$ cat config.mk
export PLATFORM = sky130hd
export DESIGN_NAME = memory_space_address_decoder
export DESIGN_NICKNAME = d
export VERILOG_FILES = /design/src/verilog/memory_space_pkg.sv /design/src/verilog/memory_space_address_decoder.sv
export VERILOG_INCLUDE_DIRS = /design/src /design/src/verilog
export SDC_FILE = /design/constraint.sdc
export NUM_CORES = 1
export LEC_CHECK = 0
export BUFFER_PORTS_ARGS = -buffer_cell sky130_fd_sc_hd__buf_2
export CELL_PAD_IN_SITES_DETAIL_PLACEMENT = 1
export CELL_PAD_IN_SITES_GLOBAL_PLACEMENT = 2
export CORE_ASPECT_RATIO = 0.8
export CORE_UTILIZATION = 32
export CTS_CLUSTER_DIAMETER = 120
export DETAILED_ROUTE_END_ITERATION = 7
export PLACE_DENSITY_LB_ADDON = 0.15
export SKIP_LAST_GASP = 1
export SLEW_MARGIN = 20
export SYNTH_ARGS = -nofsm -noshare
export SYNTH_HDL_FRONTEND = slang
export SYNTH_SLANG_ARGS = --single-unit
$ cat constraint.sdc
create_clock -name sys_clk_i -period 6.84 [get_ports sys_clk_i]
set_input_delay 0.342 -clock sys_clk_i [delete_from_list [all_inputs] [get_ports sys_clk_i]]
set_output_delay 0.342 -clock sys_clk_i [all_outputs]
set_load 0.01 [all_outputs]
$ cat src/verilog/memory_space_defines.svh
// constants for the memory space address decoder
`ifndef MEMORY_SPACE_DEFINES_SVH
`define MEMORY_SPACE_DEFINES_SVH
`define PROG_USER_TOP 24'h7fffff
`define PROG_RESET_ADDR 24'h000000
`define PROG_RESET_TARGET 24'h000002
`define PROG_VEC_END 24'h000200
`define PROG_IVT1_LO 24'h000004
`define PROG_IVT1_HI 24'h0000ff
`define PROG_IVT2_LO 24'h000100
`define PROG_IVT2_HI 24'h0001ff
`define PROG_CFG_ADDR 24'h00abf8
`define PROG_CFG_WORDS 3'h4
`define PROG_STEP 23'h000002
`define TBL_PAGE_CFG_BIT 7
`define PSV_ENABLE_BIT 2
`define DATA_IMPL_TOP 16'h3fff
`define DATA_SFR_TOP 16'h07ff
`define DATA_NEAR_TOP 16'h1fff
`endif

$ cat src/verilog/memory_space_pkg.sv
// types for the memory space address decoder
package memory_space_pkg;
  typedef enum logic [1:0] {PC_HOLD, PC_INC, PC_DEC, PC_LOAD} pc_op_e;
  typedef enum logic [1:0] {EXT_NONE, EXT_SIGN, EXT_ZERO} ext_op_e;
  typedef enum logic [1:0] {DREG_SFR, DREG_RAM, DREG_PSV, DREG_NONE} data_region_e;
  // one data-space access request from the core
  typedef struct packed {
    logic valid;
    logic is_byte;
    logic [15:0] addr;
  } data_req_s;
  typedef struct packed {
    logic [15:0] wdata;
    logic post_inc;
  } write_info_s;
endpackage

$ cat src/verilog/memory_space_address_decoder.sv
// program and data space address decode, byte lanes and misalignment trapping
`timescale 1ns/1ps
`default_nettype none
`include "memory_space_defines.svh"

// Contract
// - program addresses are 24 bits, from 23-bit counter or table/remap source
// - user access limited to 000000h-7FFFFFh; table ops reach config when page bit 7
// - program location is lower word even address, upper word odd, top byte unused
// - program addresses lower-word aligned; counter steps by two up or down
// - fetch starts at 000000h after reset; user puts jump there, target at 000002h
// - addresses 00000h to 0001FFh reserved for execution vectors
// - two vector tables, 000004h-0000FFh and 000100h-0001FFh
// - top four program words hold configuration, copied to registers on every reset
// - 16-bit byte effective addresses, 64 Kbytes data space
// - data addresses with top bit clear are memory; set goes to program window
// - 16 Kbytes implemented; reads outside return zero
// - separate read and write address generation units
// - low byte at even address, high byte at odd address
// - post-increment steps 1 for bytes, 2 for words
// - byte read takes whole word, selects lane by address bit 0, low lane
// - shared word decode, separate lane write strobes
// - word access at odd address raises address error trap, never split
// - misaligned read completes, misaligned write suppressed, then trap
// - byte loads go into low byte of register, high byte kept
// - sign-extend 8 to 16 bits and zero-extend clearing high byte
// - 0000h-1FFFh reachable by 13-bit field; 16-bit move field reaches all
// - special registers within 0000h-07FFh; unimplemented ones read zero
// - program window only active while window enable bit of core control set
module memory_space_address_decoder #(
  parameter logic [23:0] CFG_BASE = `PROG_CFG_ADDR
) (
  // clock and reset
  input wire logic sys_clk_i,
  input wire logic rstn_i,
  // program counter control
  input wire memory_space_pkg::pc_op_e pc_op_i,
  input wire logic [22:0] pc_load_i,
  input wire logic tbl_access_i,
  input wire logic [7:0] table_page_register_i,
  input wire logic [15:0] tbl_offset_i,
  input wire logic [15:0] core_control_register_i,
  input wire logic [7:0] psv_page_i,
  // program memory side
  output logic [23:0] prog_addr_o,
  output logic prog_addr_legal_o,
  output logic prog_in_vector_o,
  output logic prog_in_ivt_o,
  output logic [22:0] program_counter_o,
  // configuration copy at reset
  input wire logic [23:0] prog_rdata_i,
  output logic [3:0][23:0] cfg_word_o,
  output logic cfg_done_o,
  // data read unit
  input wire memory_space_pkg::data_req_s rd_req_i,
  input wire logic rd_direct13_i,
  input wire logic rd_post_inc_i,
  input wire logic [15:0] mem_rdata_i,
  input wire logic sfr_hit_i,
  output logic [15:0] rd_addr_o,
  output logic [15:0] rd_ptr_o,
  output logic [15:0] rd_data_o,
  output logic rd_psv_o,
  // data write unit
  input wire memory_space_pkg::data_req_s wr_req_i,
  input wire memory_space_pkg::write_info_s wr_info_i,
  output logic [15:0] wr_addr_o,
  output logic [15:0] wr_ptr_o,
  output logic [1:0] wr_lane_o,
  output logic [15:0] wr_data_o,
  // working register byte load and extension
  input wire logic [15:0] wreg_old_i,
  input wire memory_space_pkg::ext_op_e ext_op_i,
  output logic [15:0] wreg_new_o,
  // trap
  output logic addr_error_trap_o
);

  ////////////////////////////////////////////////////////////////////////////
  function automatic memory_space_pkg::data_region_e region_of(input logic [15:0] a, input logic psv_en);
    if (a[15])
      region_of = psv_en ? memory_space_pkg::DREG_PSV : memory_space_pkg::DREG_NONE;
    else if (a <= `DATA_SFR_TOP)
      region_of = memory_space_pkg::DREG_SFR;
    else if (a <= `DATA_IMPL_TOP)
      region_of = memory_space_pkg::DREG_RAM;
    else
      region_of = memory_space_pkg::DREG_NONE;
  endfunction

  function automatic logic [15:0] step_of(input logic [15:0] a, input logic is_byte);
    step_of = a + (is_byte ? 16'h0001 : 16'h0002);
  endfunction

  logic psv_en;
  assign psv_en = core_control_register_i[`PSV_ENABLE_BIT];

  ////////////////////////////////////////////////////////////////////////////
  // program counter
  logic [22:0] pc_r;
  always_ff @(posedge sys_clk_i or negedge rstn_i) begin
    if (!rstn_i) begin
      pc_r <= 23'h000000;
    end else begin
      unique case (pc_op_i)
        memory_space_pkg::PC_HOLD: pc_r <= pc_r;
        memory_space_pkg::PC_INC: pc_r <= pc_r + `PROG_STEP;
        memory_space_pkg::PC_DEC: pc_r <= pc_r - `PROG_STEP;
        default: pc_r <= {pc_load_i[22:1], 1'b0};
      endcase
    end
  end

  ////////////////////////////////////////////////////////////////////////////
  // configuration copy: four words read from the top of program memory
  logic [2:0] cfg_cnt_r;
  logic [23:0] cfg_addr;
  // configuration words sit on consecutive program word addresses, two apart
  assign cfg_addr = CFG_BASE + {21'h000000, cfg_cnt_r[1:0], 1'b0};
  always_ff @(posedge sys_clk_i or negedge rstn_i) begin
    if (!rstn_i) begin
      cfg_cnt_r <= 3'h0;
      cfg_word_o <= '0;
      cfg_done_o <= 1'b0;
    end else if (cfg_cnt_r != `PROG_CFG_WORDS + 3'h1) begin
      // word n is on prog_rdata_i one cycle after address n
      if (cfg_cnt_r != 3'h0)
        cfg_word_o[cfg_cnt_r[1:0] - 2'h1] <= {8'h00, prog_rdata_i[15:0]};
      cfg_cnt_r <= cfg_cnt_r + 3'h1;
      cfg_done_o <= (cfg_cnt_r == `PROG_CFG_WORDS);
    end
  end

  ////////////////////////////////////////////////////////////////////////////
  // program address formation
  logic [23:0] prog_src;
  logic prog_legal;
  always_comb begin
    if (!cfg_done_o && cfg_cnt_r != `PROG_CFG_WORDS)
      prog_src = cfg_addr;
    else if (tbl_access_i)
      prog_src = {table_page_register_i, tbl_offset_i};
    else if (rd_req_i.valid && rd_req_i.addr[15] && psv_en)
      prog_src = {1'b0, psv_page_i, rd_req_i.addr[14:0]};
    else
      prog_src = {1'b0, pc_r};
    prog_legal = (prog_src <= `PROG_USER_TOP) ||
                 (tbl_access_i && table_page_register_i[`TBL_PAGE_CFG_BIT]);
  end

  always_ff @(posedge sys_clk_i or negedge rstn_i) begin
    if (!rstn_i) begin
      prog_addr_o <= `PROG_RESET_ADDR;
      prog_addr_legal_o <= 1'b1;
      prog_in_vector_o <= 1'b1;
      prog_in_ivt_o <= 1'b0;
      program_counter_o <= 23'h000000;
    end else begin
      prog_addr_o <= prog_src;
      prog_addr_legal_o <= prog_legal;
      prog_in_vector_o <= prog_src < `PROG_VEC_END;
      prog_in_ivt_o <= (prog_src >= `PROG_IVT1_LO && prog_src <= `PROG_IVT1_HI) ||
                       (prog_src >= `PROG_IVT2_LO && prog_src <= `PROG_IVT2_HI);
      program_counter_o <= pc_r;
    end
  end

  ////////////////////////////////////////////////////////////////////////////
  // read address generation unit
  logic [15:0] rd_ea;
  logic rd_misalign;
  memory_space_pkg::data_region_e rd_region;
  logic [7:0] rd_byte;
  assign rd_ea = rd_direct13_i ? {3'h0, rd_req_i.addr[12:0]} : rd_req_i.addr;
  assign rd_misalign = rd_req_i.valid && !rd_req_i.is_byte && rd_ea[0];
  assign rd_region = region_of(rd_ea, psv_en);
  assign rd_byte = rd_ea[0] ? mem_rdata_i[15:8] : mem_rdata_i[7:0];

  always_ff @(posedge sys_clk_i or negedge rstn_i) begin
    if (!rstn_i) begin
      rd_addr_o <= 16'h0000;
      rd_ptr_o <= 16'h0000;
      rd_data_o <= 16'h0000;
      rd_psv_o <= 1'b0;
    end else if (rd_req_i.valid) begin
      rd_addr_o <= {rd_ea[15:1], 1'b0};
      rd_ptr_o <= rd_post_inc_i ? step_of(rd_ea, rd_req_i.is_byte) : rd_ea;
      rd_psv_o <= rd_region == memory_space_pkg::DREG_PSV;
      // misaligned read still completes; trap is raised on the same edge as the data
      if (rd_region == memory_space_pkg::DREG_NONE ||
          (rd_region == memory_space_pkg::DREG_SFR && !sfr_hit_i))
        rd_data_o <= 16'h0000;
      else
        rd_data_o <= rd_req_i.is_byte ? {8'h00, rd_byte} : mem_rdata_i;
    end
  end

  ////////////////////////////////////////////////////////////////////////////
  // working register update for byte loads and extension
  always_ff @(posedge sys_clk_i or negedge rstn_i) begin
    if (!rstn_i) begin
      wreg_new_o <= 16'h0000;
    end else begin
      unique case (ext_op_i)
        memory_space_pkg::EXT_SIGN: wreg_new_o <= {{8{wreg_old_i[7]}}, wreg_old_i[7:0]};
        memory_space_pkg::EXT_ZERO: wreg_new_o <= {8'h00, wreg_old_i[7:0]};
        default: wreg_new_o <= rd_req_i.is_byte ? {wreg_old_i[15:8], rd_byte} : mem_rdata_i;
      endcase
    end
  end

  ////////////////////////////////////////////////////////////////////////////
  // write address generation unit
  logic wr_misalign;
  logic wr_mapped;
  memory_space_pkg::data_region_e wr_region;
  assign wr_misalign = wr_req_i.valid && !wr_req_i.is_byte && wr_req_i.addr[0];
  assign wr_region = region_of(wr_req_i.addr, 1'b0);
  assign wr_mapped = wr_region != memory_space_pkg::DREG_NONE;

  always_ff @(posedge sys_clk_i or negedge rstn_i) begin
    if (!rstn_i) begin
      wr_addr_o <= 16'h0000;
      wr_ptr_o <= 16'h0000;
      wr_lane_o <= 2'b00;
      wr_data_o <= 16'h0000;
    end else begin
      wr_addr_o <= {wr_req_i.addr[15:1], 1'b0};
      if (wr_req_i.valid)
        wr_ptr_o <= wr_info_i.post_inc ? step_of(wr_req_i.addr, wr_req_i.is_byte) : wr_req_i.addr;
      wr_data_o <= wr_req_i.is_byte ? {2{wr_info_i.wdata[7:0]}} : wr_info_i.wdata;
      if (!wr_req_i.valid || wr_misalign || !wr_mapped)
        wr_lane_o <= 2'b00;
      else if (wr_req_i.is_byte)
        wr_lane_o <= wr_req_i.addr[0] ? 2'b10 : 2'b01;
      else
        wr_lane_o <= 2'b11;
    end
  end

  ////////////////////////////////////////////////////////////////////////////
  // address error trap
  always_ff @(posedge sys_clk_i or negedge rstn_i) begin
    if (!rstn_i)
      addr_error_trap_o <= 1'b0;
    else
      addr_error_trap_o <= rd_misalign || wr_misalign;
  end

endmodule
`default_nettype wire

==> parameters.txt, run 1 <==
Parameter                              Value

Detailed routing
  Length of the first detailed-routing pass in iterations ... 4
  Via density per instance ... 4.70
  Post-route antenna net violation count ... 0
  Drt drc ... 0
  Wire length per cell after detailed routing ... 19.8 um
  Routed Wire Length ... 39300 um
  Number of DRC markers after the initial detailed-route iteration ... 441
  Number of vias after detailed routing ... 9320

Setup path
  Crit path DAT ... 3610 ps
  Worst Path Max Fanout ... 22
  Critical Path RT ... 7290 ps
  Element type at the critical path end ... register
  CP Class ... in2reg
  Kind of start point of the critical path ... input port

Synth
  Commonest cells post-synth ... sky130_fd_sc_hd__dfrtp_1 (251), sky130_fd_sc_hd__mux2_2 (107), sky130_fd_sc_hd__nor2_1 (87)
  Most repeated cell in the gate-level netlist after synthesis ... sky130_fd_sc_hd__dfrtp_1
  #FFs+latches synth ... 253
  Number of warnings issued by yosys ... 0
  Share of the synthesized area in the top cell type ... 53.5%
  Proportion of synthesized chip area in sequential cells ... 54.0%
  Netlist Area Pre-Place ... 11700 um^2
  Yosys top cell by area ... sky130_fd_sc_hd__dfrtp_1
  Post-synth EDFFs ... 0
  Post-synthesis area per instance ... 11.4 um^2
  Distinct cells, synth ... 65
  Most instantiated flip-flop cell in the synthesis netlist ... sky130_fd_sc_hd__dfrtp_1
  Mapped Cells ... 1032
  Leading cell types by total area after synthesis ... sky130_fd_sc_hd__dfrtp_1 (54%), sky130_fd_sc_hd__mux2_2 (10%), sky130_fd_sc_hd__mux2i_1 (3.7%), sky130_fd_sc_hd__ha_1 (3.6%), sky130_fd_sc_hd__a21oi_1 (3.4%)
  Async set-or-reset flop fraction in the synthesized netlist ... 100%

Global routing
  Pin count of the biggest net entering global routing ... 157
  Wire length of the first global-routing pass ... 60200 um
  Number of global-route vias before repair ... 9785
  Initial antenna violation count ... 3
  Aggregate global routing overflow ... 0
  Global router's overall resource usage ... 20.8%

STA
  RSZ-0062 raised after global routing ... false
  Share of the clock period used by the worst path after layout ... 46.1%
  Setup TNS ... 0 ps
  Final worst clock skew ... 9.52 ps
  Total setup violations reported at the end of the flow ... 0
  Slew Limit Fails ... 0
  Final period demand of the worst path ... 3150 ps
  Hold Fails Final Rpt ... 0
  Worst hold-check slack ... 36.0 ps
  Normalized max-slew margin ... 29.5%
  Max frequency ... 317 MHz
  Worst slew pin tran ... 1050 ps

Place
  Count of input and output buffers ... 393
  HPWL after DPL ... 28800 um
  Inst Count DP ... 1871
  Cell area after placement ... 14100 um^2
  RePlAce Congestion ... 0.817

Flow run
  Number of maximum-capacitance violations ... 0

CTS
  Clk buf depth ... 3
  Number of sinks driven by the clock tree ... 253
  Clock tree from TritonCTS ... yes
  Latest clock arrival within the worst-skew pair ... 580 ps
  Master cell of the clock root buffer ... sky130_fd_sc_hd__clkbuf_16
  Number of clock buffers inserted by TritonCTS ... 29
  H-tree levels ... 1
  CTS clk-pin slew, worst paths ... 60 ps

Die
  Floorplan core area ... 36000 um^2
  Floorplan die area ... 37400 um^2
  Chip width ... 216 um
  Die height ... 173 um
  Initial cell density of the core ... 32.6%
  # rows ... 62
  Number of top-level pins ... 453

Cells and area
  Final core utilization ... 43.4%
  Post-layout net count ... 1702
  Area growth from synthesis to final layout ... 33.1%
  Share of cells above drive strength 1 ... 38.1%
  Post-layout instance count excluding filler cells ... 1981
  Final instance area ... 15600 um^2

Status
  Outcome ... finished, final reports clean

Hold path
  Classification of the worst-slack hold path ... in2reg

Power and ir drop
  Areal power density over the cells ... 285 nW/um^2
  Static leakage ... 7.62 nW
  Worst supply voltage drop on vdd ... 0.000179 V
power by group:
part	switching (mW)	internal (mW)	leakage [nW]	total [mW]
registers	0.127	1.68	3.00	1.81
logic	0.573	0.417	4.14	0.991
clock network	0.661	0.990	0.484	1.65
through the flow:
stage                     worst slack, ps  total power [mW]
after floorplan                      3800              2.38
final                                3690              4.45
after detailed placement             3120              2.81
after global placement               3150              2.79
after CTS                            3730              4.52
after global routing                 3400              4.69
flip-flops by register name (all words and copies together), names as in the netlist, 3 cells and up:
| signal | flops |
|---|---|
| rd_ptr_o | 16 |
| wreg_new_o | 16 |
| wr_data_o | 16 |
| wr_ptr_o | 16 |
| prog_addr_o | 24 |
| rd_addr_o | 15 |
| pc_r | 22 |
| wr_addr_o | 15 |
| rd_data_o | 16 |
| cfg_word_o | 64 |
| program_counter_o | 22 |
| cfg_cnt_r | 3 |
final timing paths:
kind	start	endpoint	slack [ps]	depth (start not counted)
setup / recovery	pc_op_i[0]	pc_r[22]	3690	12
hold / removal	tbl_offset_i[11]	prog_addr_o[11]	40	3
setup reg to reg	pc_r[15]	pc_r[22]	4020	9
hold reg to reg	pc_r[5]	program_counter_o[5]	430	0
max in group asynchronous	rstn_i	rd_data_o[11]	5030	3
min in group asynchronous	rstn_i	wreg_new_o[11]	390	2
cells by family after synthesis:
family,Yosys count,synth area share [%]
AO/OA/AOI/OAI,187,9.75
XOR/XNOR,41,3.06
adder cells (fa/ha/maj),37,4.14
buffers and inverters,112,4.97
flip-flops,253,54.0
multiplexers,150,13.9
other,2,0.0640
AND/OR/NAND/NOR,250,10.1
worst max-delay path: stages:
cell	delay [ps]
sky130_fd_sc_hd__buf_2	90
sky130_fd_sc_hd__inv_1	70
sky130_fd_sc_hd__ha_1	830
sky130_fd_sc_hd__ha_1	470
sky130_fd_sc_hd__a21oi_2	230
sky130_fd_sc_hd__o21ai_2	120
sky130_fd_sc_hd__a2111oi_4	350
sky130_fd_sc_hd__o21bai_1	170
sky130_fd_sc_hd__nor4_1	280
sky130_fd_sc_hd__nor3b_1	90
sky130_fd_sc_hd__and3_1	190
sky130_fd_sc_hd__or3_1	350
metal layers:
layer | vias to the layer above | GRT usage (%) | part of all wire (%)
met1 | 4612 | 28.0 | 45
met2 | 224 | 34.1 | 48
met5 | - | 0 | 0
met3 | 69 | 3.67 | 3.9
li1 | 4415 | - | -
met4 | 0 | 6.31 | 3.1
cell type report:
class                      instances  area, um^2
antenna                            3        7.51
clock buffer                      41         821
clock inverter                    13         190
fill                            4133       20400
inverter                          38         143
multi-input combinational        701        4950
sequential                       253        6330
tap                              480         601
timing repair buffer             452        2560
cell usage in the layout (no fill, tap or decap), types with 33 or more instances in the layout:
cell type                       count
sky130_fd_sc_hd__o21ai_0           46
sky130_fd_sc_hd__a21oi_1           79
sky130_fd_sc_hd__mux2i_1           43
sky130_fd_sc_hd__inv_1             37
sky130_fd_sc_hd__conb_1            36
sky130_fd_sc_hd__nor2_1            87
sky130_fd_sc_hd__buf_2            392
sky130_fd_sc_hd__mux2_2           107
sky130_fd_sc_hd__nand2_1           68
sky130_fd_sc_hd__ha_1              33
sky130_fd_sc_hd__dfrtp_1          251
sky130_fd_sc_hd__dlygate4sd3_1     53
what timing repair did:
item,in CTS,in global routing
hold endpoints to repair,150,0
hold buffers,53,0
buffers inserted,0,0
gates resized for setup,0,0
(Power assumes the default switching activity.)
==> run 2, diff against run 1 <==
--- a/config.mk
+++ b/config.mk
@@ -10,7 +10,7 @@
 export CELL_PAD_IN_SITES_DETAIL_PLACEMENT = 1
 export CELL_PAD_IN_SITES_GLOBAL_PLACEMENT = 2
 export CORE_ASPECT_RATIO = 0.8
-export CORE_UTILIZATION = 32
+export CORE_UTILIZATION = 30
 export CTS_CLUSTER_DIAMETER = 120
 export DETAILED_ROUTE_END_ITERATION = 7
 export PLACE_DENSITY_LB_ADDON = 0.15
==> constraint.sdc (replaced) <==
create_clock -name sys_clk_i -period 2.95 [get_ports sys_clk_i]
set_input_delay 0.1475 -clock sys_clk_i [delete_from_list [all_inputs] [get_ports sys_clk_i]]
set_output_delay 0.1475 -clock sys_clk_i [all_outputs]
set_load 0.01 [all_outputs]
==> parameters.txt, run 2 (synthesized netlist as in run 1, its figures left out) <==
Parameter                              Value

Hold path
  Classification of the worst-slack hold path ... in2reg

Global routing
  Global router's overall resource usage ... 20.6%
  Wire length of the first global-routing pass ... 62700 um
  Number of global-route vias before repair ... 10300
  Aggregate global routing overflow ... 0
  Pin count of the biggest net entering global routing ... 90
  Initial antenna violation count ... 2

Setup path
  Element type at the critical path end ... register
  Critical path cell sequence ... ha_1, a21oi_2, o21ai_2, a2111oi_4, o21bai_1, nor4_2, nor3b_1, and3_1, or3_1
  Bufs and invs on worst path ... 0
  Critical Path RT ... 3400 ps
  Crit path DAT ... 3150 ps
  CP max stage cell ... sky130_fd_sc_hd__dfrtp_1
  Kind of start point of the critical path ... register
  Worst path max stage delay ... 450 ps
  CP Class ... reg2reg
  CP top delay family ... simple AND/OR/NAND/NOR gates
  Worst Path Max Fanout ... 5

Cells and area
  Number of fill cells ... 4376
  Post-layout net count ... 1847
  Most flops, register ... cfg_word_o
  Share of cells above drive strength 1 ... 37.2%
  Most frequent cells in the layout ... sky130_fd_sc_hd__buf_2 (392), sky130_fd_sc_hd__dfrtp_1 (250), sky130_fd_sc_hd__dlygate4sd3_1 (154)
  Largest register FFs ... 64
  Most common cell after layout, fill and taps aside ... sky130_fd_sc_hd__buf_2
  Final core utilization ... 43.9%
  Area growth from synthesis to final layout ... 43.5%
  Largest regs ... cfg_word_o (64), prog_addr_o (24)

Detailed routing
  Routed Wire Length ... 41600 um
  Wire length per cell after detailed routing ... 19.5 um
  Met3 WL ... 1570 um
  Met1 WL ... 18700 um
  Uppermost layer routed ... met4
  Via density per instance ... 4.64
  Length of the first detailed-routing pass in iterations ... 4
  Post-route antenna net violation count ... 0
  Amount of wire on met2 after detailed routing ... 19800 um
  Number of DRC markers after the initial detailed-route iteration ... 360
  Drt drc ... 0
  Number of vias after detailed routing ... 9899

Die
  # rows ... 64
  Die height ... 179 um
  Chip width ... 223 um
  Number of top-level pins ... 453
  Floorplan die area ... 39900 um^2
  Floorplan core area ... 38400 um^2
  Initial cell density of the core ... 30.6%

CTS
  Latest clock arrival within the worst-skew pair ... 570 ps
  CTS clk-pin slew, worst paths ... 60 ps
  Clk buf depth ... 3
  Clock tree from TritonCTS ... yes
  Number of sinks driven by the clock tree ... 253
  Number of clock buffers inserted by TritonCTS ... 29
  Master cell of the clock root buffer ... sky130_fd_sc_hd__clkbuf_16
  H-tree levels ... 1

STA
  Worst hold-check slack ... 16.9 ps
  Final period demand of the worst path ... 2700 ps
  RSZ-0062 raised after global routing ... false
  Slew Limit Fails ... 0
  Normalized max-slew margin ... 48.6%
  Hold Fails Final Rpt ... 0
  Share of the clock period used by the worst path after layout ... 91.5%
  Max frequency ... 371 MHz
  Worst slew pin tran ... 770 ps
  Total setup violations reported at the end of the flow ... 0
  Final worst clock skew ... 14.3 ps

Place
  Count of input and output buffers ... 393
  RePlAce Congestion ... 0.814
  HPWL after DPL ... 30700 um

Power and ir drop
  Switching portion of total power ... 31.2%
  Share of total power in the clock network ... 32.8%
  Switching Power ... 3.18 mW
  Areal power density over the cells ... 606 nW/um^2
  Worst supply voltage drop on vdd ... 0.000412 V
  Combinational fraction of design power ... 26.2%
  Static leakage ... 8.20 nW
  Internal power summed over all cells ... 7.01 mW
  Share of total power in sequential cells ... 41.0%

Status
  Outcome ... finished, final reports clean

Flow run
  Number of maximum-capacitance violations ... 0
## run 2: repair_timing
item | in CTS | in global routing
hold buffers | 154 | 0
setup endpoints to repair | 0 | 3
resized for setup | 0 | 2
endpoints found under the hold margin | 295 | 0
buffers inserted | 0 | 0
## run 2: per-stage QoR
stage | TNS, ps | setup WS (ps) | area, um^2 | power (mW) | cells
floorplan | 0 | 107 | 11900 | 5.53 | 1066
global placement | -34.4 | -33.6 | 14400 | 6.69 | 1930
detailed placement | -135 | -55.9 | 14400 | 6.73 | 1930
CTS | 0 | 209 | 16800 | 10.3 | 2131
global route | 0 | 39.2 | 16800 | 10.8 | 2133
finish | 0 | 251 | 16800 | 10.2 | 2133
## run 2: final timing paths
kind | from | endpoint | slack [ps] | cells past startpoint
max in group asynchronous | rstn_i | cfg_word_o[85] | 1870 | 3
worst max register to register | pc_r[15] | pc_r[22] | 250 | 9
worst min-delay path | rd_req_i[10] | rd_addr_o[10] | 20 | 2
worst min register to register | pc_r[5] | program_counter_o[5] | 460 | 0
min in group asynchronous | rstn_i | cfg_word_o[54] | 150 | 2
worst max-delay path | pc_r[15] | pc_r[22] | 250 | 9
## run 2: routing by layer
metal  up-vias  GRT usage [%]
li1       4696              -
met1      4898           27.1
met2       229           33.7
met5         -              0
met4         0           7.90
met3        76           3.61
## run 2: layout make-up
| class | count | area (um^2) | area share, % |
|---|---|---|---|
| clock buffer | 40 | 807 | 4.80 |
| sequential | 253 | 6330 | 37.6 |
| tap | 495 | 619 | 3.68 |
| antenna | 2 | 5.00 | 0.0297 |
| timing repair buffer | 597 | 3920 | 23.3 |
| multi-input combinational | 701 | 4950 | 29.4 |
| inverter | 38 | 143 | 0.848 |
| clock inverter | 7 | 50.0 | 0.297 |
## run 2: power groups by stage
stage / logic (mW) / registers [mW] / clock network [mW]
global placement: 2.46 / 4.23 / 0
floorplan: 1.18 / 4.35 / 0
CTS: 2.70 / 4.18 / 3.47
global route: 2.94 / 4.23 / 3.58
detailed placement: 2.49 / 4.24 / 0
finish: 2.67 / 4.18 / 3.34
==> run 3, diff against run 2 <==
--- a/config.mk
+++ b/config.mk
@@ -13,7 +13,7 @@
 export CORE_UTILIZATION = 30
 export CTS_CLUSTER_DIAMETER = 120
 export DETAILED_ROUTE_END_ITERATION = 7
-export PLACE_DENSITY_LB_ADDON = 0.15
+export PLACE_DENSITY_LB_ADDON = 0.1
 export SKIP_LAST_GASP = 1
 export SLEW_MARGIN = 20
 export SYNTH_ARGS = -nofsm -noshare
==> parameters.txt, run 3 (synthesized netlist as in run 1, its figures left out) <==
Parameter                              Value

Hold path
  Classification of the worst-slack hold path ... in2reg

STA
  Hold Fails Final Rpt ... 0
  Final period demand of the worst path ... 2710 ps
  Total setup violations reported at the end of the flow ... 0
  Least setup slack across all paths after layout ... 244 ps
  Slew Limit Fails ... 0
  Final worst clock skew ... 18.7 ps
  Share of the clock period used by the worst path after layout ... 91.7%
  Max frequency ... 370 MHz
  Worst hold-check slack ... 9.33 ps
  RSZ-0062 raised after global routing ... false
  Normalized max-slew margin ... 45.9%
  Worst slew pin tran ... 809 ps

CTS
  CTS clk-pin slew, worst paths ... 60 ps
  Count of buffers added by post-CTS timing repair for setup ... 0
  Master cell of the clock root buffer ... sky130_fd_sc_hd__clkbuf_16
  H-tree levels ... 1
  Number of instances resized during post-cts repair ... 0
  Number of clock buffers inserted by TritonCTS ... 29
  Latest clock arrival within the worst-skew pair ... 590 ps
  Number of sinks driven by the clock tree ... 253
  Clock tree from TritonCTS ... yes
  Clk buf depth ... 3

Detailed routing
  Via density per instance ... 4.67
  Number of DRC markers after the initial detailed-route iteration ... 375
  Drt drc ... 0
  Length of the first detailed-routing pass in iterations ... 4
  Post-route antenna net violation count ... 0
  Wire length per cell after detailed routing ... 19.4 um
  Routed Wire Length ... 41500 um
  Number of vias after detailed routing ... 10000

Flow run
  Number of maximum-capacitance violations ... 0

Status
  Outcome ... finished, final reports clean

Cells and area
  Largest regs ... cfg_word_o (64), prog_addr_o (24)
  Most common cell after layout, fill and taps aside ... sky130_fd_sc_hd__buf_2
  Post-layout instance count excluding filler cells ... 2140
  Final core utilization ... 44.2%
  Seq. cell area ... 6330 um^2
  Largest register FFs ... 64
  Area growth from synthesis to final layout ... 44.5%
  Number of fill cells ... 4362
  Post-layout net count ... 1845
  Area used by multi-input combinational logic ... 4950 um^2
  Most frequent cells in the layout ... sky130_fd_sc_hd__buf_2 (392), sky130_fd_sc_hd__dfrtp_1 (251), sky130_fd_sc_hd__dlygate4sd3_1 (155)
  Most flops, register ... cfg_word_o
  Share of cells above drive strength 1 ... 37.3%

Global routing
  Global router's overall resource usage ... 20.7%
  Aggregate global routing overflow ... 0
  Pin count of the biggest net entering global routing ... 81
  Number of global-route vias before repair ... 10400
  Wire length of the first global-routing pass ... 63100 um
  Initial antenna violation count ... 5

Die
  Number of top-level pins ... 453
  Floorplan core area ... 38400 um^2
  Floorplan die area ... 39900 um^2
  Initial cell density of the core ... 30.6%
  # rows ... 64
  Chip width ... 223 um
  Die height ... 179 um

Setup path
  CP Class ... reg2reg
  Critical Path RT ... 3410 ps
  Element type at the critical path end ... register
  Crit path DAT ... 3170 ps
  Kind of start point of the critical path ... register
  Worst Path Max Fanout ... 5

Place
  HPWL after DPL ... 31000 um
  Inst Count DP ... 1927
  Post-place setup slack ... -80.0 ps
  Count of input and output buffers ... 393
  RePlAce Congestion ... 0.799

Power and ir drop
  Internal power summed over all cells ... 7.32 mW
  Share of total power in the clock network ... 35.5%
  Power after layout ... 10.6 mW
  Combinational fraction of design power ... 25.2%
  Share of total power in sequential cells ... 39.3%
  Static leakage ... 8.25 nW
  Switching portion of total power ... 30.9%
  Worst supply voltage drop on vdd ... 0.000496 V
  Switching Power ... 3.27 mW
  Areal power density over the cells ... 624 nW/um^2
## run 3: critical path, cell delays in order, from the launching register on
cell                        delay (ps)
sky130_fd_sc_hd__dfrtp_1           430
sky130_fd_sc_hd__ha_1              380
sky130_fd_sc_hd__a21oi_2           200
sky130_fd_sc_hd__o21ai_2           100
sky130_fd_sc_hd__a2111oi_4         340
sky130_fd_sc_hd__o21bai_1          180
sky130_fd_sc_hd__o2111ai_1         220
sky130_fd_sc_hd__nor3b_1           300
sky130_fd_sc_hd__nor3_1             80
sky130_fd_sc_hd__or3_1             350
## run 3: layer usage
layer / share of wire, % / track usage (%)
met3: 4.2 / 3.61
met1: 45 / 27.7
met5: 0 / 0
met4: 2.8 / 6.35
met2: 48 / 34.2
## run 3: metrics by stage
stage	TNS (ps)	cell area [um^2]
4_1_cts	0	16900
5_1_grt	0	17000
6_report	0	17000
2_1_floorplan	0	11900
3_3_place_gp	-85.6	14400
3_5_place_dp	-199	14400
## run 3: area by class of cell
cell class                      count  share of cell area, %
Multi-Input combinational cell    701                   29.2
Antenna cell                        4                 0.0590
Clock buffer                       44                   5.14
Inverter                           38                  0.841
Timing Repair Buffer              595                   23.0
Tap cell                          495                   3.65
Clock inverter                     10                  0.723
Sequential cell                   253                   37.4
## run 3: path summary, 6_finish.rpt
| path | from | to | slack [ps] | depth (start not counted) |
|---|---|---|---|---|
| max in group asynchronous | rstn_i | prog_in_vector_o | 1840 | 3 |
| setup reg to reg | pc_r[15] | pc_r[22] | 240 | 9 |
| hold reg to reg | pc_r[6] | program_counter_o[6] | 450 | 0 |
| hold / removal | pc_load_i[19] | pc_r[19] | 9 | 4 |
| setup / recovery | pc_r[15] | pc_r[22] | 240 | 9 |
| min in group asynchronous | rstn_i | cfg_word_o[79] | 150 | 2 |
## run 3: repair_timing
item                                   CTS  global route
hold buffers                           155             0
setup endpoints to repair                0             0
endpoints found under the hold margin  288             0
## run 3: power by group through the flow
stage          logic (mW)  clock network (mW)  registers [mW]
2_1_floorplan        1.18                   0            4.35
3_3_place_gp         2.48                   0            4.21
3_5_place_dp         2.50                   0            4.22
4_1_cts              2.70                3.87            4.16
5_1_grt              2.94                4.00            4.22
6_report             2.66                3.76            4.16
